**src/shared/vxfg_pkg.sv**
```systemverilog
package vxfg_pkg;

    // register byte addresses on the apb port
    localparam logic [7:0] ADDR_BASE = 8'h00;
    localparam logic [7:0] ADDR_EXT = 8'h04;
    localparam logic [7:0] ADDR_ID = 8'h08;
    localparam logic [7:0] ADDR_STAT = 8'h0c;
    localparam logic [7:0] ADDR_MASK = 8'h10;

    // base control word fields
    localparam int MP_BIT = 1;
    localparam int EM_BIT = 2;
    localparam int TS_BIT = 3;
    localparam int NE_BIT = 5;
    localparam int AM_BIT = 18;
    localparam logic [31:0] BASE_RST = 32'h0000_0000;
    localparam logic [31:0] BASE_WMASK = 32'h0004_002e;

    // extended control word fields
    localparam int OSFS_BIT = 9;
    localparam int OSVF_BIT = 10;
    localparam logic [31:0] EXT_RST = 32'h0000_0000;
    localparam logic [31:0] EXT_WMASK = 32'h0000_0600;

    // identification result (leaf 1) and program status word fields
    localparam int ID_LF_BIT = 19;
    localparam int ID_FS_BIT = 24;
    localparam int ID_V1_BIT = 25;
    localparam int ID_V2_BIT = 26;
    localparam int PSW_AC_BIT = 18;
    localparam logic [1:0] CPL_USER = 2'h3;

    // sticky event status bits, same layout in the mask register
    localparam int STAT_W = 6;
    localparam int ST_UD = 0;
    localparam int ST_NM = 1;
    localparam int ST_GP = 2;
    localparam int ST_AC = 3;
    localparam int ST_XF = 4;
    localparam int ST_CFG = 5;
    localparam logic [STAT_W-1:0] STAT_RST = 6'h00;
    localparam logic [STAT_W-1:0] MASK_RST = 6'h00;

    // a verdict appears this many cycles after its request
    localparam int VERDICT_LAT = 1;

    typedef enum logic [2:0] {
        OP_FLOAT = 3'h0, OP_PACKED_INT = 3'h1, OP_HINT = 3'h2, OP_NT_INT_STORE = 3'h3,
        OP_LINE_FLUSH = 3'h4, OP_UNALIGNED_MOVE = 3'h5, OP_FULL_STATE = 3'h6
    } vxfg_op_t;

    typedef enum logic [1:0] {SZ_16 = 2'h0, SZ_32 = 2'h1, SZ_64 = 2'h2, SZ_128 = 2'h3} vxfg_size_t;

    typedef enum logic [2:0] {
        FLT_NONE = 3'h0, FLT_UD = 3'h1, FLT_NM = 3'h2, FLT_GP = 3'h3, FLT_AC = 3'h4, FLT_XF = 3'h5
    } vxfg_fault_t;

    typedef struct packed {
        logic valid;
        vxfg_op_t op;
        logic mem_ref;
        logic stack_seg;
        vxfg_size_t size;
        logic [3:0] addr_lo;
        logic [1:0] current_privilege_level;
        logic [31:0] psw;
        logic fp_unmasked;
        logic fp_masked;
    } vxfg_req_t;

    typedef struct packed {
        logic valid;
        vxfg_fault_t fault;
        logic commit;
        logic default_result;
    } vxfg_verdict_t;

    typedef struct packed {
        logic [31:0] base;
        logic [31:0] ext;
        logic [STAT_W-1:0] stat;
        logic [STAT_W-1:0] mask;
        logic [31:0] prdata;
        logic pready;
        logic pslverr;
        vxfg_verdict_t verdict;
        logic irq;
    } vxfg_state_t;

    localparam vxfg_state_t STATE_RST = '{base: BASE_RST, ext: EXT_RST, stat: STAT_RST,
        mask: MASK_RST, prdata: 32'h0000_0000, pready: 1'b0, pslverr: 1'b0,
        verdict: '{valid: 1'b0, fault: FLT_NONE, commit: 1'b0, default_result: 1'b0}, irq: 1'b0};

    // natural alignment test for an operand of the given size
    function automatic logic misaligned(input logic [3:0] addr_lo, input vxfg_size_t size);
        case (size)
            SZ_16: misaligned = addr_lo[0];
            SZ_32: misaligned = |addr_lo[1:0];
            SZ_64: misaligned = |addr_lo[2:0];
            default: misaligned = |addr_lo;
        endcase
    endfunction

endpackage

```
**src/hdl/vxfg_check.sv**
```systemverilog
`timescale 1ns/1ps
module vxfg_check (
    input vxfg_pkg::vxfg_req_t req,
    input wire logic [31:0] base,
    input wire logic [31:0] ext,
    input wire logic [31:0] id_word,
    output vxfg_pkg::vxfg_verdict_t verdict
);

    logic exempt_table;
    logic exempt_osfs;
    logic feat_ud;
    logic ud;
    logic nm;
    logic mis;
    logic gp;
    logic ac;

    // every gate resolves here, before the instruction may touch any state
    always_comb begin
        // pause, prefetch, fences, nt integer store and line flush sit outside the table
        exempt_table = req.op inside {vxfg_pkg::OP_HINT, vxfg_pkg::OP_NT_INT_STORE, vxfg_pkg::OP_LINE_FLUSH};
        exempt_osfs = exempt_table || req.op inside {vxfg_pkg::OP_PACKED_INT, vxfg_pkg::OP_FULL_STATE};
        // line flush and full state have their own feature flags, all others need both vector flags
        if (req.op == vxfg_pkg::OP_LINE_FLUSH) begin
            feat_ud = !id_word[vxfg_pkg::ID_LF_BIT];
        end else if (req.op == vxfg_pkg::OP_FULL_STATE) begin
            feat_ud = !id_word[vxfg_pkg::ID_FS_BIT];
        end else begin
            feat_ud = !(id_word[vxfg_pkg::ID_V1_BIT] && id_word[vxfg_pkg::ID_V2_BIT]);
        end
        ud = feat_ud
            || (base[vxfg_pkg::EM_BIT] && !exempt_table)
            || (!ext[vxfg_pkg::OSFS_BIT] && !exempt_osfs);
        nm = base[vxfg_pkg::TS_BIT] && !exempt_table;
        mis = req.mem_ref && vxfg_pkg::misaligned(req.addr_lo, req.size);
        // stack segment references take the same path: protection, not stack fault
        gp = mis && req.size == vxfg_pkg::SZ_128 && !exempt_table
            && req.op != vxfg_pkg::OP_UNALIGNED_MOVE;
        // 128-bit misalignment on unaligned moves is not reported here
        ac = mis && req.size != vxfg_pkg::SZ_128 && base[vxfg_pkg::AM_BIT]
            && req.psw[vxfg_pkg::PSW_AC_BIT] && req.current_privilege_level == vxfg_pkg::CPL_USER;
        verdict.valid = req.valid;
        // numeric error flag and the ignore pin are never consulted
        if (!req.valid) begin
            verdict.fault = vxfg_pkg::FLT_NONE;
        end else if (ud) begin
            verdict.fault = vxfg_pkg::FLT_UD;
        end else if (nm) begin
            verdict.fault = vxfg_pkg::FLT_NM;
        end else if (gp) begin
            verdict.fault = vxfg_pkg::FLT_GP;
        end else if (ac) begin
            verdict.fault = vxfg_pkg::FLT_AC;
        end else if (req.fp_unmasked) begin
            verdict.fault = ext[vxfg_pkg::OSVF_BIT] ? vxfg_pkg::FLT_XF : vxfg_pkg::FLT_UD;
        end else begin
            verdict.fault = vxfg_pkg::FLT_NONE;
        end
        verdict.commit = req.valid && verdict.fault == vxfg_pkg::FLT_NONE;
        verdict.default_result = verdict.commit && req.fp_masked;
    end

endmodule // vxfg_check

```
**src/hdl/vxfg_fault_gate.sv**
```systemverilog
// Summary of operation
// - identification bit 24 reports full save support
// - setting full-save enable without support faults
// - full-save enable clear gives invalid opcode
// - all enables good: execute, unmasked gives vector fault
// - unmasked exception, vector-fault enable clear: invalid opcode
// - vector feature flags 25/26 zero: invalid opcode
// - line flush needs line-flush flag bit 19
// - software fallback flag set gives invalid opcode
// - task switched flag set gives device unavailable
// - misaligned 128-bit reference: protection fault, unaligned moves excepted
// - misaligned stack 128-bit reference: protection, not stack
// - alignment check needs mask enable, flag, privilege 3
// - unaligned moves check 16/32/64 misalignment only
// - masked exception writes default result, no fault
// - numeric error flag and ignore pin ignored
`timescale 1ns/1ps
module vxfg_fault_gate #(
    parameter bit FEAT_FULL_SAVE = 1'b1,
    parameter bit FEAT_LINE_FLUSH = 1'b1,
    parameter bit FEAT_VEC1 = 1'b1,
    parameter bit FEAT_VEC2 = 1'b1
) (
    input wire logic clock,
    input wire logic rst_n,
    input wire logic psel,
    input wire logic penable,
    input wire logic pwrite,
    input wire logic [7:0] paddr,
    input wire logic [31:0] pwdata,
    output logic [31:0] prdata,
    output logic pready,
    output logic pslverr,
    input vxfg_pkg::vxfg_req_t req,
    output vxfg_pkg::vxfg_verdict_t verdict,
    output logic irq
);

    ////////////////////////////////////////////////////////////////////////////////
    // state and wiring

    vxfg_pkg::vxfg_state_t st;
    vxfg_pkg::vxfg_state_t next_st;
    vxfg_pkg::vxfg_verdict_t chk;
    logic [31:0] id_word;
    logic setup;
    logic access;
    logic [vxfg_pkg::STAT_W-1:0] ev_set;
    logic [vxfg_pkg::STAT_W-1:0] rd_clr;

    // identification result is fixed by the build, read-only to software
    assign id_word = (32'(FEAT_FULL_SAVE) << vxfg_pkg::ID_FS_BIT)
        | (32'(FEAT_VEC1) << vxfg_pkg::ID_V1_BIT)
        | (32'(FEAT_VEC2) << vxfg_pkg::ID_V2_BIT)
        | (32'(FEAT_LINE_FLUSH) << vxfg_pkg::ID_LF_BIT);

    assign setup = psel && !penable;
    assign access = psel && penable && st.pready;

    // a write that would turn on full-save without the feature is refused
    function automatic logic bad_ext_write(input logic wr, input logic [7:0] addr, input logic [31:0] data);
        bad_ext_write = wr && addr == vxfg_pkg::ADDR_EXT && data[vxfg_pkg::OSFS_BIT] && !FEAT_FULL_SAVE;
    endfunction

    ////////////////////////////////////////////////////////////////////////////////
    // fault decision for the instruction on the request port

    vxfg_check u_check (
        .req(req),
        .base(st.base),
        .ext(st.ext),
        .id_word(id_word),
        .verdict(chk)
    );

    ////////////////////////////////////////////////////////////////////////////////
    // next state

    // read data and error are decided in setup so both leave flip-flops in access
    always_comb begin
        next_st = st;
        ev_set = '0;
        rd_clr = '0;
        next_st.pready = 1'b0;
        if (setup) begin
            next_st.pready = 1'b1;
            next_st.pslverr = 1'b0;
            case (paddr)
                vxfg_pkg::ADDR_BASE: begin
                    next_st.prdata = st.base;
                end
                vxfg_pkg::ADDR_EXT: begin
                    next_st.prdata = st.ext;
                    next_st.pslverr = bad_ext_write(pwrite, paddr, pwdata);
                end
                vxfg_pkg::ADDR_ID: begin
                    next_st.prdata = id_word;
                end
                vxfg_pkg::ADDR_STAT: begin
                    next_st.prdata = {26'h0, st.stat};
                end
                vxfg_pkg::ADDR_MASK: begin
                    next_st.prdata = {26'h0, st.mask};
                end
                default: begin
                    next_st.prdata = 32'h0000_0000;
                    next_st.pslverr = 1'b1;
                end
            endcase
        end
        // writes land only at the access edge; id and status ignore writes
        if (access && pwrite && !st.pslverr) begin
            case (paddr)
                vxfg_pkg::ADDR_BASE: begin
                    next_st.base = pwdata & vxfg_pkg::BASE_WMASK;
                end
                vxfg_pkg::ADDR_EXT: begin
                    next_st.ext = pwdata & vxfg_pkg::EXT_WMASK;
                end
                vxfg_pkg::ADDR_MASK: begin
                    next_st.mask = pwdata[vxfg_pkg::STAT_W-1:0];
                end
                default: begin
                end
            endcase
        end
        if (access && pwrite && bad_ext_write(pwrite, paddr, pwdata)) begin
            ev_set[vxfg_pkg::ST_CFG] = 1'b1;
        end
        // only the bits software actually saw are cleared by the read
        if (access && !pwrite && paddr == vxfg_pkg::ADDR_STAT) begin
            rd_clr = st.prdata[vxfg_pkg::STAT_W-1:0];
        end
        ev_set[vxfg_pkg::ST_UD] = chk.fault == vxfg_pkg::FLT_UD;
        ev_set[vxfg_pkg::ST_NM] = chk.fault == vxfg_pkg::FLT_NM;
        ev_set[vxfg_pkg::ST_GP] = chk.fault == vxfg_pkg::FLT_GP;
        ev_set[vxfg_pkg::ST_AC] = chk.fault == vxfg_pkg::FLT_AC;
        ev_set[vxfg_pkg::ST_XF] = chk.fault == vxfg_pkg::FLT_XF;
        // set wins over a clear arriving in the same cycle
        next_st.stat = (st.stat & ~rd_clr) | ev_set;
        next_st.verdict = chk;
        next_st.irq = |(next_st.stat & next_st.mask);
    end

    ////////////////////////////////////////////////////////////////////////////////
    // registers

    always_ff @(posedge clock) begin
        if (!rst_n) begin
            st <= vxfg_pkg::STATE_RST;
        end else begin
            st <= next_st;
        end
    end

    assign prdata = st.prdata;
    assign pready = st.pready;
    assign pslverr = st.pslverr;
    assign verdict = st.verdict;
    assign irq = st.irq;

    logic cfg_good;
    logic feat_good;
    assign feat_good = FEAT_VEC1 && FEAT_VEC2;
    assign cfg_good = feat_good && st.ext[vxfg_pkg::OSFS_BIT] && !st.base[vxfg_pkg::EM_BIT];
endmodule // vxfg_fault_gate

```
**config.mk**
```make
export PLATFORM = sky130hd
export DESIGN_NAME = vxfg_fault_gate
export DESIGN_NICKNAME = d
export VERILOG_FILES = /design/src/shared/vxfg_pkg.sv /design/src/hdl/vxfg_check.sv /design/src/hdl/vxfg_fault_gate.sv
export SDC_FILE = /design/constraint.sdc
export NUM_CORES = 1
export LEC_CHECK = 0
export ABC_AREA = 0
export BUFFER_PORTS_ARGS = -buffer_cell sky130_fd_sc_hd__buf_4
export CORE_MARGIN = 1
export CORE_UTILIZATION = 45
export DETAILED_ROUTE_END_ITERATION = 12
export MAX_ROUTING_LAYER = met4
export PLACE_DENSITY = 0.86
export SLEW_MARGIN = 25
export SYNTH_ARGS = -nofsm -noshare
export SYNTH_HDL_FRONTEND = slang
export SYNTH_SLANG_ARGS = --single-unit
```
**constraint.sdc**
```tcl
create_clock -name clock -period 4.1 [get_ports clock]
set_input_delay 1.23 -clock clock [delete_from_list [all_inputs] [get_ports clock]]
set_output_delay 1.23 -clock clock [all_outputs]
set_load 0.01 [all_outputs]
```
==> impl_results.md, run 1 <==
- Largest net degree at the start of global routing: 26
- Hold_ws: between 400 and 500 ps
- Cell area after layout: 2380 sq um
- Max Fclk: between 0.3 and 0.4 GHz
- Worst Setup End Kind: flop
- Via density per instance: between 5 and 6
- Final Util: between 50% and 60%
- Port Buffer Count: just under 60
- Initial antenna violation count: 0
- Wire length of the first global-routing pass: about 7.7 mm
- Area leader, netlist: dfxtp_1
- Clock slew at reported path FFs: 80 ps
- DRC viols: 0
- Final #Nets: ~370
- Die Y-Extent: 69.1 microns
- Worst Setup Path Type: primary input to flop
- Setup Viol. Count Final: 0
- Fill count: between 300 and 400
- Vias: approximately 1800
- Std-Cell Rows: 24
- Clock buffer depth: 2
- Final setup margin: around 1000 ps
- Post-Layout Cell Count: around 330
- Die W: roughly 69 microns
- Vias in the first global route: ~1700
- CP Max Fanout: 6
- Share of the synthesized area in the top cell type: 37.5%
- Endpoint, Worst Hold: prdata[10]$_SDFFE_PN0P_
- Dpl ws: a little over 700 ps
- CTS root buffer: clkbuf_8
- Worst Reg2Reg Path Length in Cells: 6
- Slew HR: between 50% and 60%
- Synth Register Bits: 38
- Total Die Area: roughly 4800 sq um
- GR Overflow Total: 0
- Largest cells by area after synthesis: dfxtp_1, buf_4, nor2_1
- Hold path start: prdata[10]$_SDFFE_PN0P_
- CP required: around 4300 ps
- H-tree depth: 2
- # resized after CTS: 0
- Initial core utilization: 46.6%
- Top cell types by occurrence after synthesis: buf_4, dfxtp_1, nor2_1
- Seq/Total Area, Yosys: between 30% and 40%
- WL final: ~4.6 mm
- Netlist cell types: 48
- Final Wtd Congestion: about 0.83
- Ports: between 100 and 150
- Average wire per standard cell: about 14 microns
- CTS tree: done
- Tot Pwr: between 700 and 800 uW
- RSZ-0062 raised after global routing: no
- FFs w/ async S/R, synth: 0%
- Detail Route Antenna Nets: 0
- Placed insts: approximately 330
- VDD IR max: 120 uV
- DR iter-0 viols: roughly 160
- Endpoints failing hold: 0
- Min-delay worst type: flop to flop
- RR Endpoint: irq$_SDFF_PN0_
- Clock sinks: 38
- Warnings, synthesis: 0
- Hold-fix buffers, CTS: 0
- Area of the core: 4350 sq um
- Leakage dissipation: ~1.1 nW
- Detailed Place HPWL: approximately 3.4 mm
- Clk_lat worst skew: roughly 300 ps
- Reg2Reg Setup Slack: between 2000 and 2500 ps
- Skew final: 9.88 ps
- Antenna diodes: 0
- CTS Buf Count: 5
- Slew @ Worst Pin: roughly 670 ps
- TNS Setup: 0 ps
- FF-to-FF Start: pslverr$_SDFFE_PN0P_
- Fin crit share: between 70% and 80%
- GRT Util Overall: 20.5%
- Cell count of the worst hold path: 2
- Setup bufs post-CTS: 0
- Cell Area, Placed: 2280 sq um
- Arr. time, crit path: 3250 ps
- Synth Instances: roughly 240
- Status: completed
- Layout overhead on the synthesized area: 17.3%
- Post-Syn Area: 2030 sq um
- EDFF count, synth: 0
- Ys flop type: dfxtp_1
- Max-slew violation count: 0
- P per Cell Area: around 300 nW/um^2
- Max cap viols: 0
- Startpoint types: primary input
- Post-layout min period: around 3100 ps
- Ratio of cells with drive above 1 in the final layout: 25.9%
- DRT Pass-1 Iters: 5
- Avg Inst Size Synth: 8.38 sq um
## per-layer routing
metal | global-route usage (%) | up-vias | wire length (microns)
met3 | 5.12 | 10 | 381
met2 | 32.7 | 88 | 2190
met5 | - | - | 0
met4 | 8.62 | 0 | 95
met1 | 24.6 | 832 | 1890
li1 | - | 865 | -
## critical path, stage by stage
cell      delay, ps
buf_4           120
or4_4           530
or4_4           580
mux2i_1         280
o22ai_1         160
a221oi_2        210
a41oi_1         130
## cells by family after synthesis
group	share of synthesized area, %
AND/OR/NAND/NOR	23.8
flip-flops	37.5
multiplexers	5.80
XOR/XNOR	0.432
other	0.185
buffers and inverters	17.2
AO/OA/AOI/OAI	15.1
## sequential cells by signal (all words and copies together), names as in the netlist
name,flops
st,19
prdata,10
verdict,6
irq,1
pready,1
pslverr,1
## worst max-delay path by stage
stage	from	end	slack, ps	cells after the start
floorplan	paddr[5]	irq$_SDFF_PN0_	930	6
global placement	paddr[5]	irq$_SDFF_PN0_	690	7
detailed placement	paddr[5]	irq$_SDFF_PN0_	710	7
CTS	paddr[5]	irq$_SDFF_PN0_	1020	7
global route	paddr[5]	irq$_SDFF_PN0_	900	7
finish	paddr[5]	irq$_SDFF_PN0_	1000	7
## power breakdown
group / internal (mW) / leakage, nW / switching (mW)
clock network: 0.135 / 0.0472 / 0.136
registers: 0.373 / 0.307 / 0.00181
logic: 0.0367 / 0.717 / 0.0416
## layout by cell type, fill, tap and decap left out, types with 6 or more instances in the layout
cell type,synthesis,layout
and2_1,11,11
nand3_1,12,12
buf_4,38,59
nor2_1,30,30
clkbuf_8,0,6
nand2_1,16,16
dfxtp_1,38,38
mux2i_1,8,8
a21oi_1,13,13
conb_1,1,19
inv_1,7,7
o21ai_0,8,8
## final cells by class
cell class	count	area, sq um	area share (%)
Tap cell	52	65.1	2.73
Timing Repair Buffer	59	443	18.6
Clock inverter	2	12.5	0.526
Clock buffer	6	82.6	3.47
Multi-Input combinational cell	169	986	41.4
Inverter	8	30.0	1.26
Sequential cell	38	761	32.0
No activity file was read; power rests on OpenSTA's default activity.
==> run 2: changes to the inputs <==
- CORE_UTILIZATION: 45 -> 42
- PLACE_DENSITY: 0.86 -> 0.81
- clock period: 4.1 -> 3 ns (I/O delays scaled with it)
==> run 2 against run 1 <==
Effect of this change: non-clock buffer count up 5; worst setup slack worse by 760 ps; clock power up 55%; utilization is 0.74 points lower.
==> impl_results.md, run 2 (synthesis gave the netlist of run 1 again) <==
- Skew final: about 3.1 ps
- Setup bufs post-CTS: 0
- RSZ-0062 raised after global routing: no
- Final Wtd Congestion: just under 0.9
- Final setup margin: around 240 ps
- H-tree depth: 2
- CTS Buf Count: 5
- Wire length of the first global-routing pass: between 7 and 8 mm
- Std-Cell Rows: 24
- Max Fclk: roughly 0.36 GHz
- CP Max Fanout: 6
- VDD IR max: 168 uV
- Status: completed
- Cell area after layout: about 2400 sq um
- Port Buffer Count: approximately 60
- Clk_lat worst skew: 290 ps
- Initial core utilization: about 45%
- Area of the core: around 4500 sq um
- Clock buffer depth: 2
- Ratio of cells with drive above 1 in the final layout: 26.5%
- Hold_ws: between 400 and 500 ps
- Die Y-Extent: slightly above 70 microns
- CP required: ~3200 ps
- CTS root buffer: clkbuf_8
- WL final: approximately 4.8 mm
- Max cap viols: 0
- Cell Area, Placed: ~2300 sq um
- Startpoint types: primary input
- DRT Pass-1 Iters: 4
- Dpl ws: -54.7 ps
- DRC viols: 0
- Antenna diodes: 0
- Tot Pwr: 1.04 mW
- Die W: just over 70 microns
- Clock sinks: 38
- Min-delay worst type: flop to flop
- Largest net degree at the start of global routing: 14
- Ports: 134
- Initial antenna violation count: 0
- Most frequent cells in the layout: buf_4, dfxtp_1, nor2_1
- Setup Viol. Count Final: 0
- CTS tree: done
- Worst Setup Path Type: primary input to flop
- # resized after CTS: 0
- GRT Util Overall: between 20% and 30%
- Total Die Area: just over 5000 sq um
- Post-layout min period: approximately 2800 ps
- Layout overhead on the synthesized area: 19.7%
- Clock slew at reported path FFs: ~70 ps
- Worst Setup End Kind: flop
- Detailed Place HPWL: between 3 and 4 mm
- Slew @ Worst Pin: 613 ps
- Via density per instance: ~5.4
- Average wire per standard cell: about 14 microns
- GR Overflow Total: 0
- Final Util: between 50% and 60%
- Vias in the first global route: 1705
- Arr. time, crit path: approximately 2900 ps
- DR iter-0 viols: 120
- Max FFs per register: 19
- Final #Nets: approximately 380
- Hold-fix buffers, CTS: 0
- Detail Route Antenna Nets: 0
- Leakage dissipation: between 1 and 1.5 nW
- Endpoints failing hold: 0
- Vias: roughly 1800
- Leading cell type in the layout, fill and taps excluded: buf_4
- Slew HR: roughly three fifths
- Reg with most FFs: st
- Fin crit share: approximately nine tenths
- P per Cell Area: roughly 430 nW/um^2
- Max-slew violation count: 0
run 2: cell types whose count changed in the layout (fill, tap and decap cells not counted):
cell / change
clkinvlp_4: -1
clkbuf_1: +2
bufinv_16: +1
clkinv_2: -1
clkbuf_8: -1
buf_4: +5
run 2: per-stage QoR:
stage               setup TNS (ps)  instances
finish                           0        339
global route                     0        339
CTS                              0        339
detailed placement           -54.7        331
global placement             -36.0        331
floorplan                        0        260
run 2: per-layer routing:
layer	global-route usage, %	share of wire, %	vias up
li1	-	-	878
met1	22.5	40	859
met2	34.8	51	70
met3	5.49	6.8	9
met4	6.54	1.5	0
met5	-	0	-
run 2: path summary, 6_finish.rpt:
path | start | endpoint | slack (ps) | depth (start not counted)
max | paddr[5] | irq$_SDFF_PN0_ | 240 | 6
min | prdata[10]$_SDFFE_PN0P_ | prdata[10]$_SDFFE_PN0P_ | 460 | 2
max reg2reg | pready$_SDFF_PN0_ | irq$_SDFF_PN0_ | 980 | 5
min reg2reg | prdata[10]$_SDFFE_PN0P_ | prdata[10]$_SDFFE_PN0P_ | 460 | 2
run 2: power breakdown:
group	switching [mW]	internal (mW)	leakage [nW]
registers	0.00235	0.509	0.307
clock network	0.172	0.249	0.0524
logic	0.0581	0.0533	0.740
run 2: area by class of cell:
type                    count  area [sq um]
flip-flops and latches     38           761
multi-input cells         169           986
clock buffers               7          76.3
well taps                  52          65.1
clock inverters             1          30.0
fillers                   423          2080
inverters                   8          30.0
repair buffers             64           480
run 2: critical path, cell delays in order:
cell      delay, ps
buf_4           110
or4_4           530
or4_4           580
mux2_4          340
a221oi_2        280
a41oi_1         160
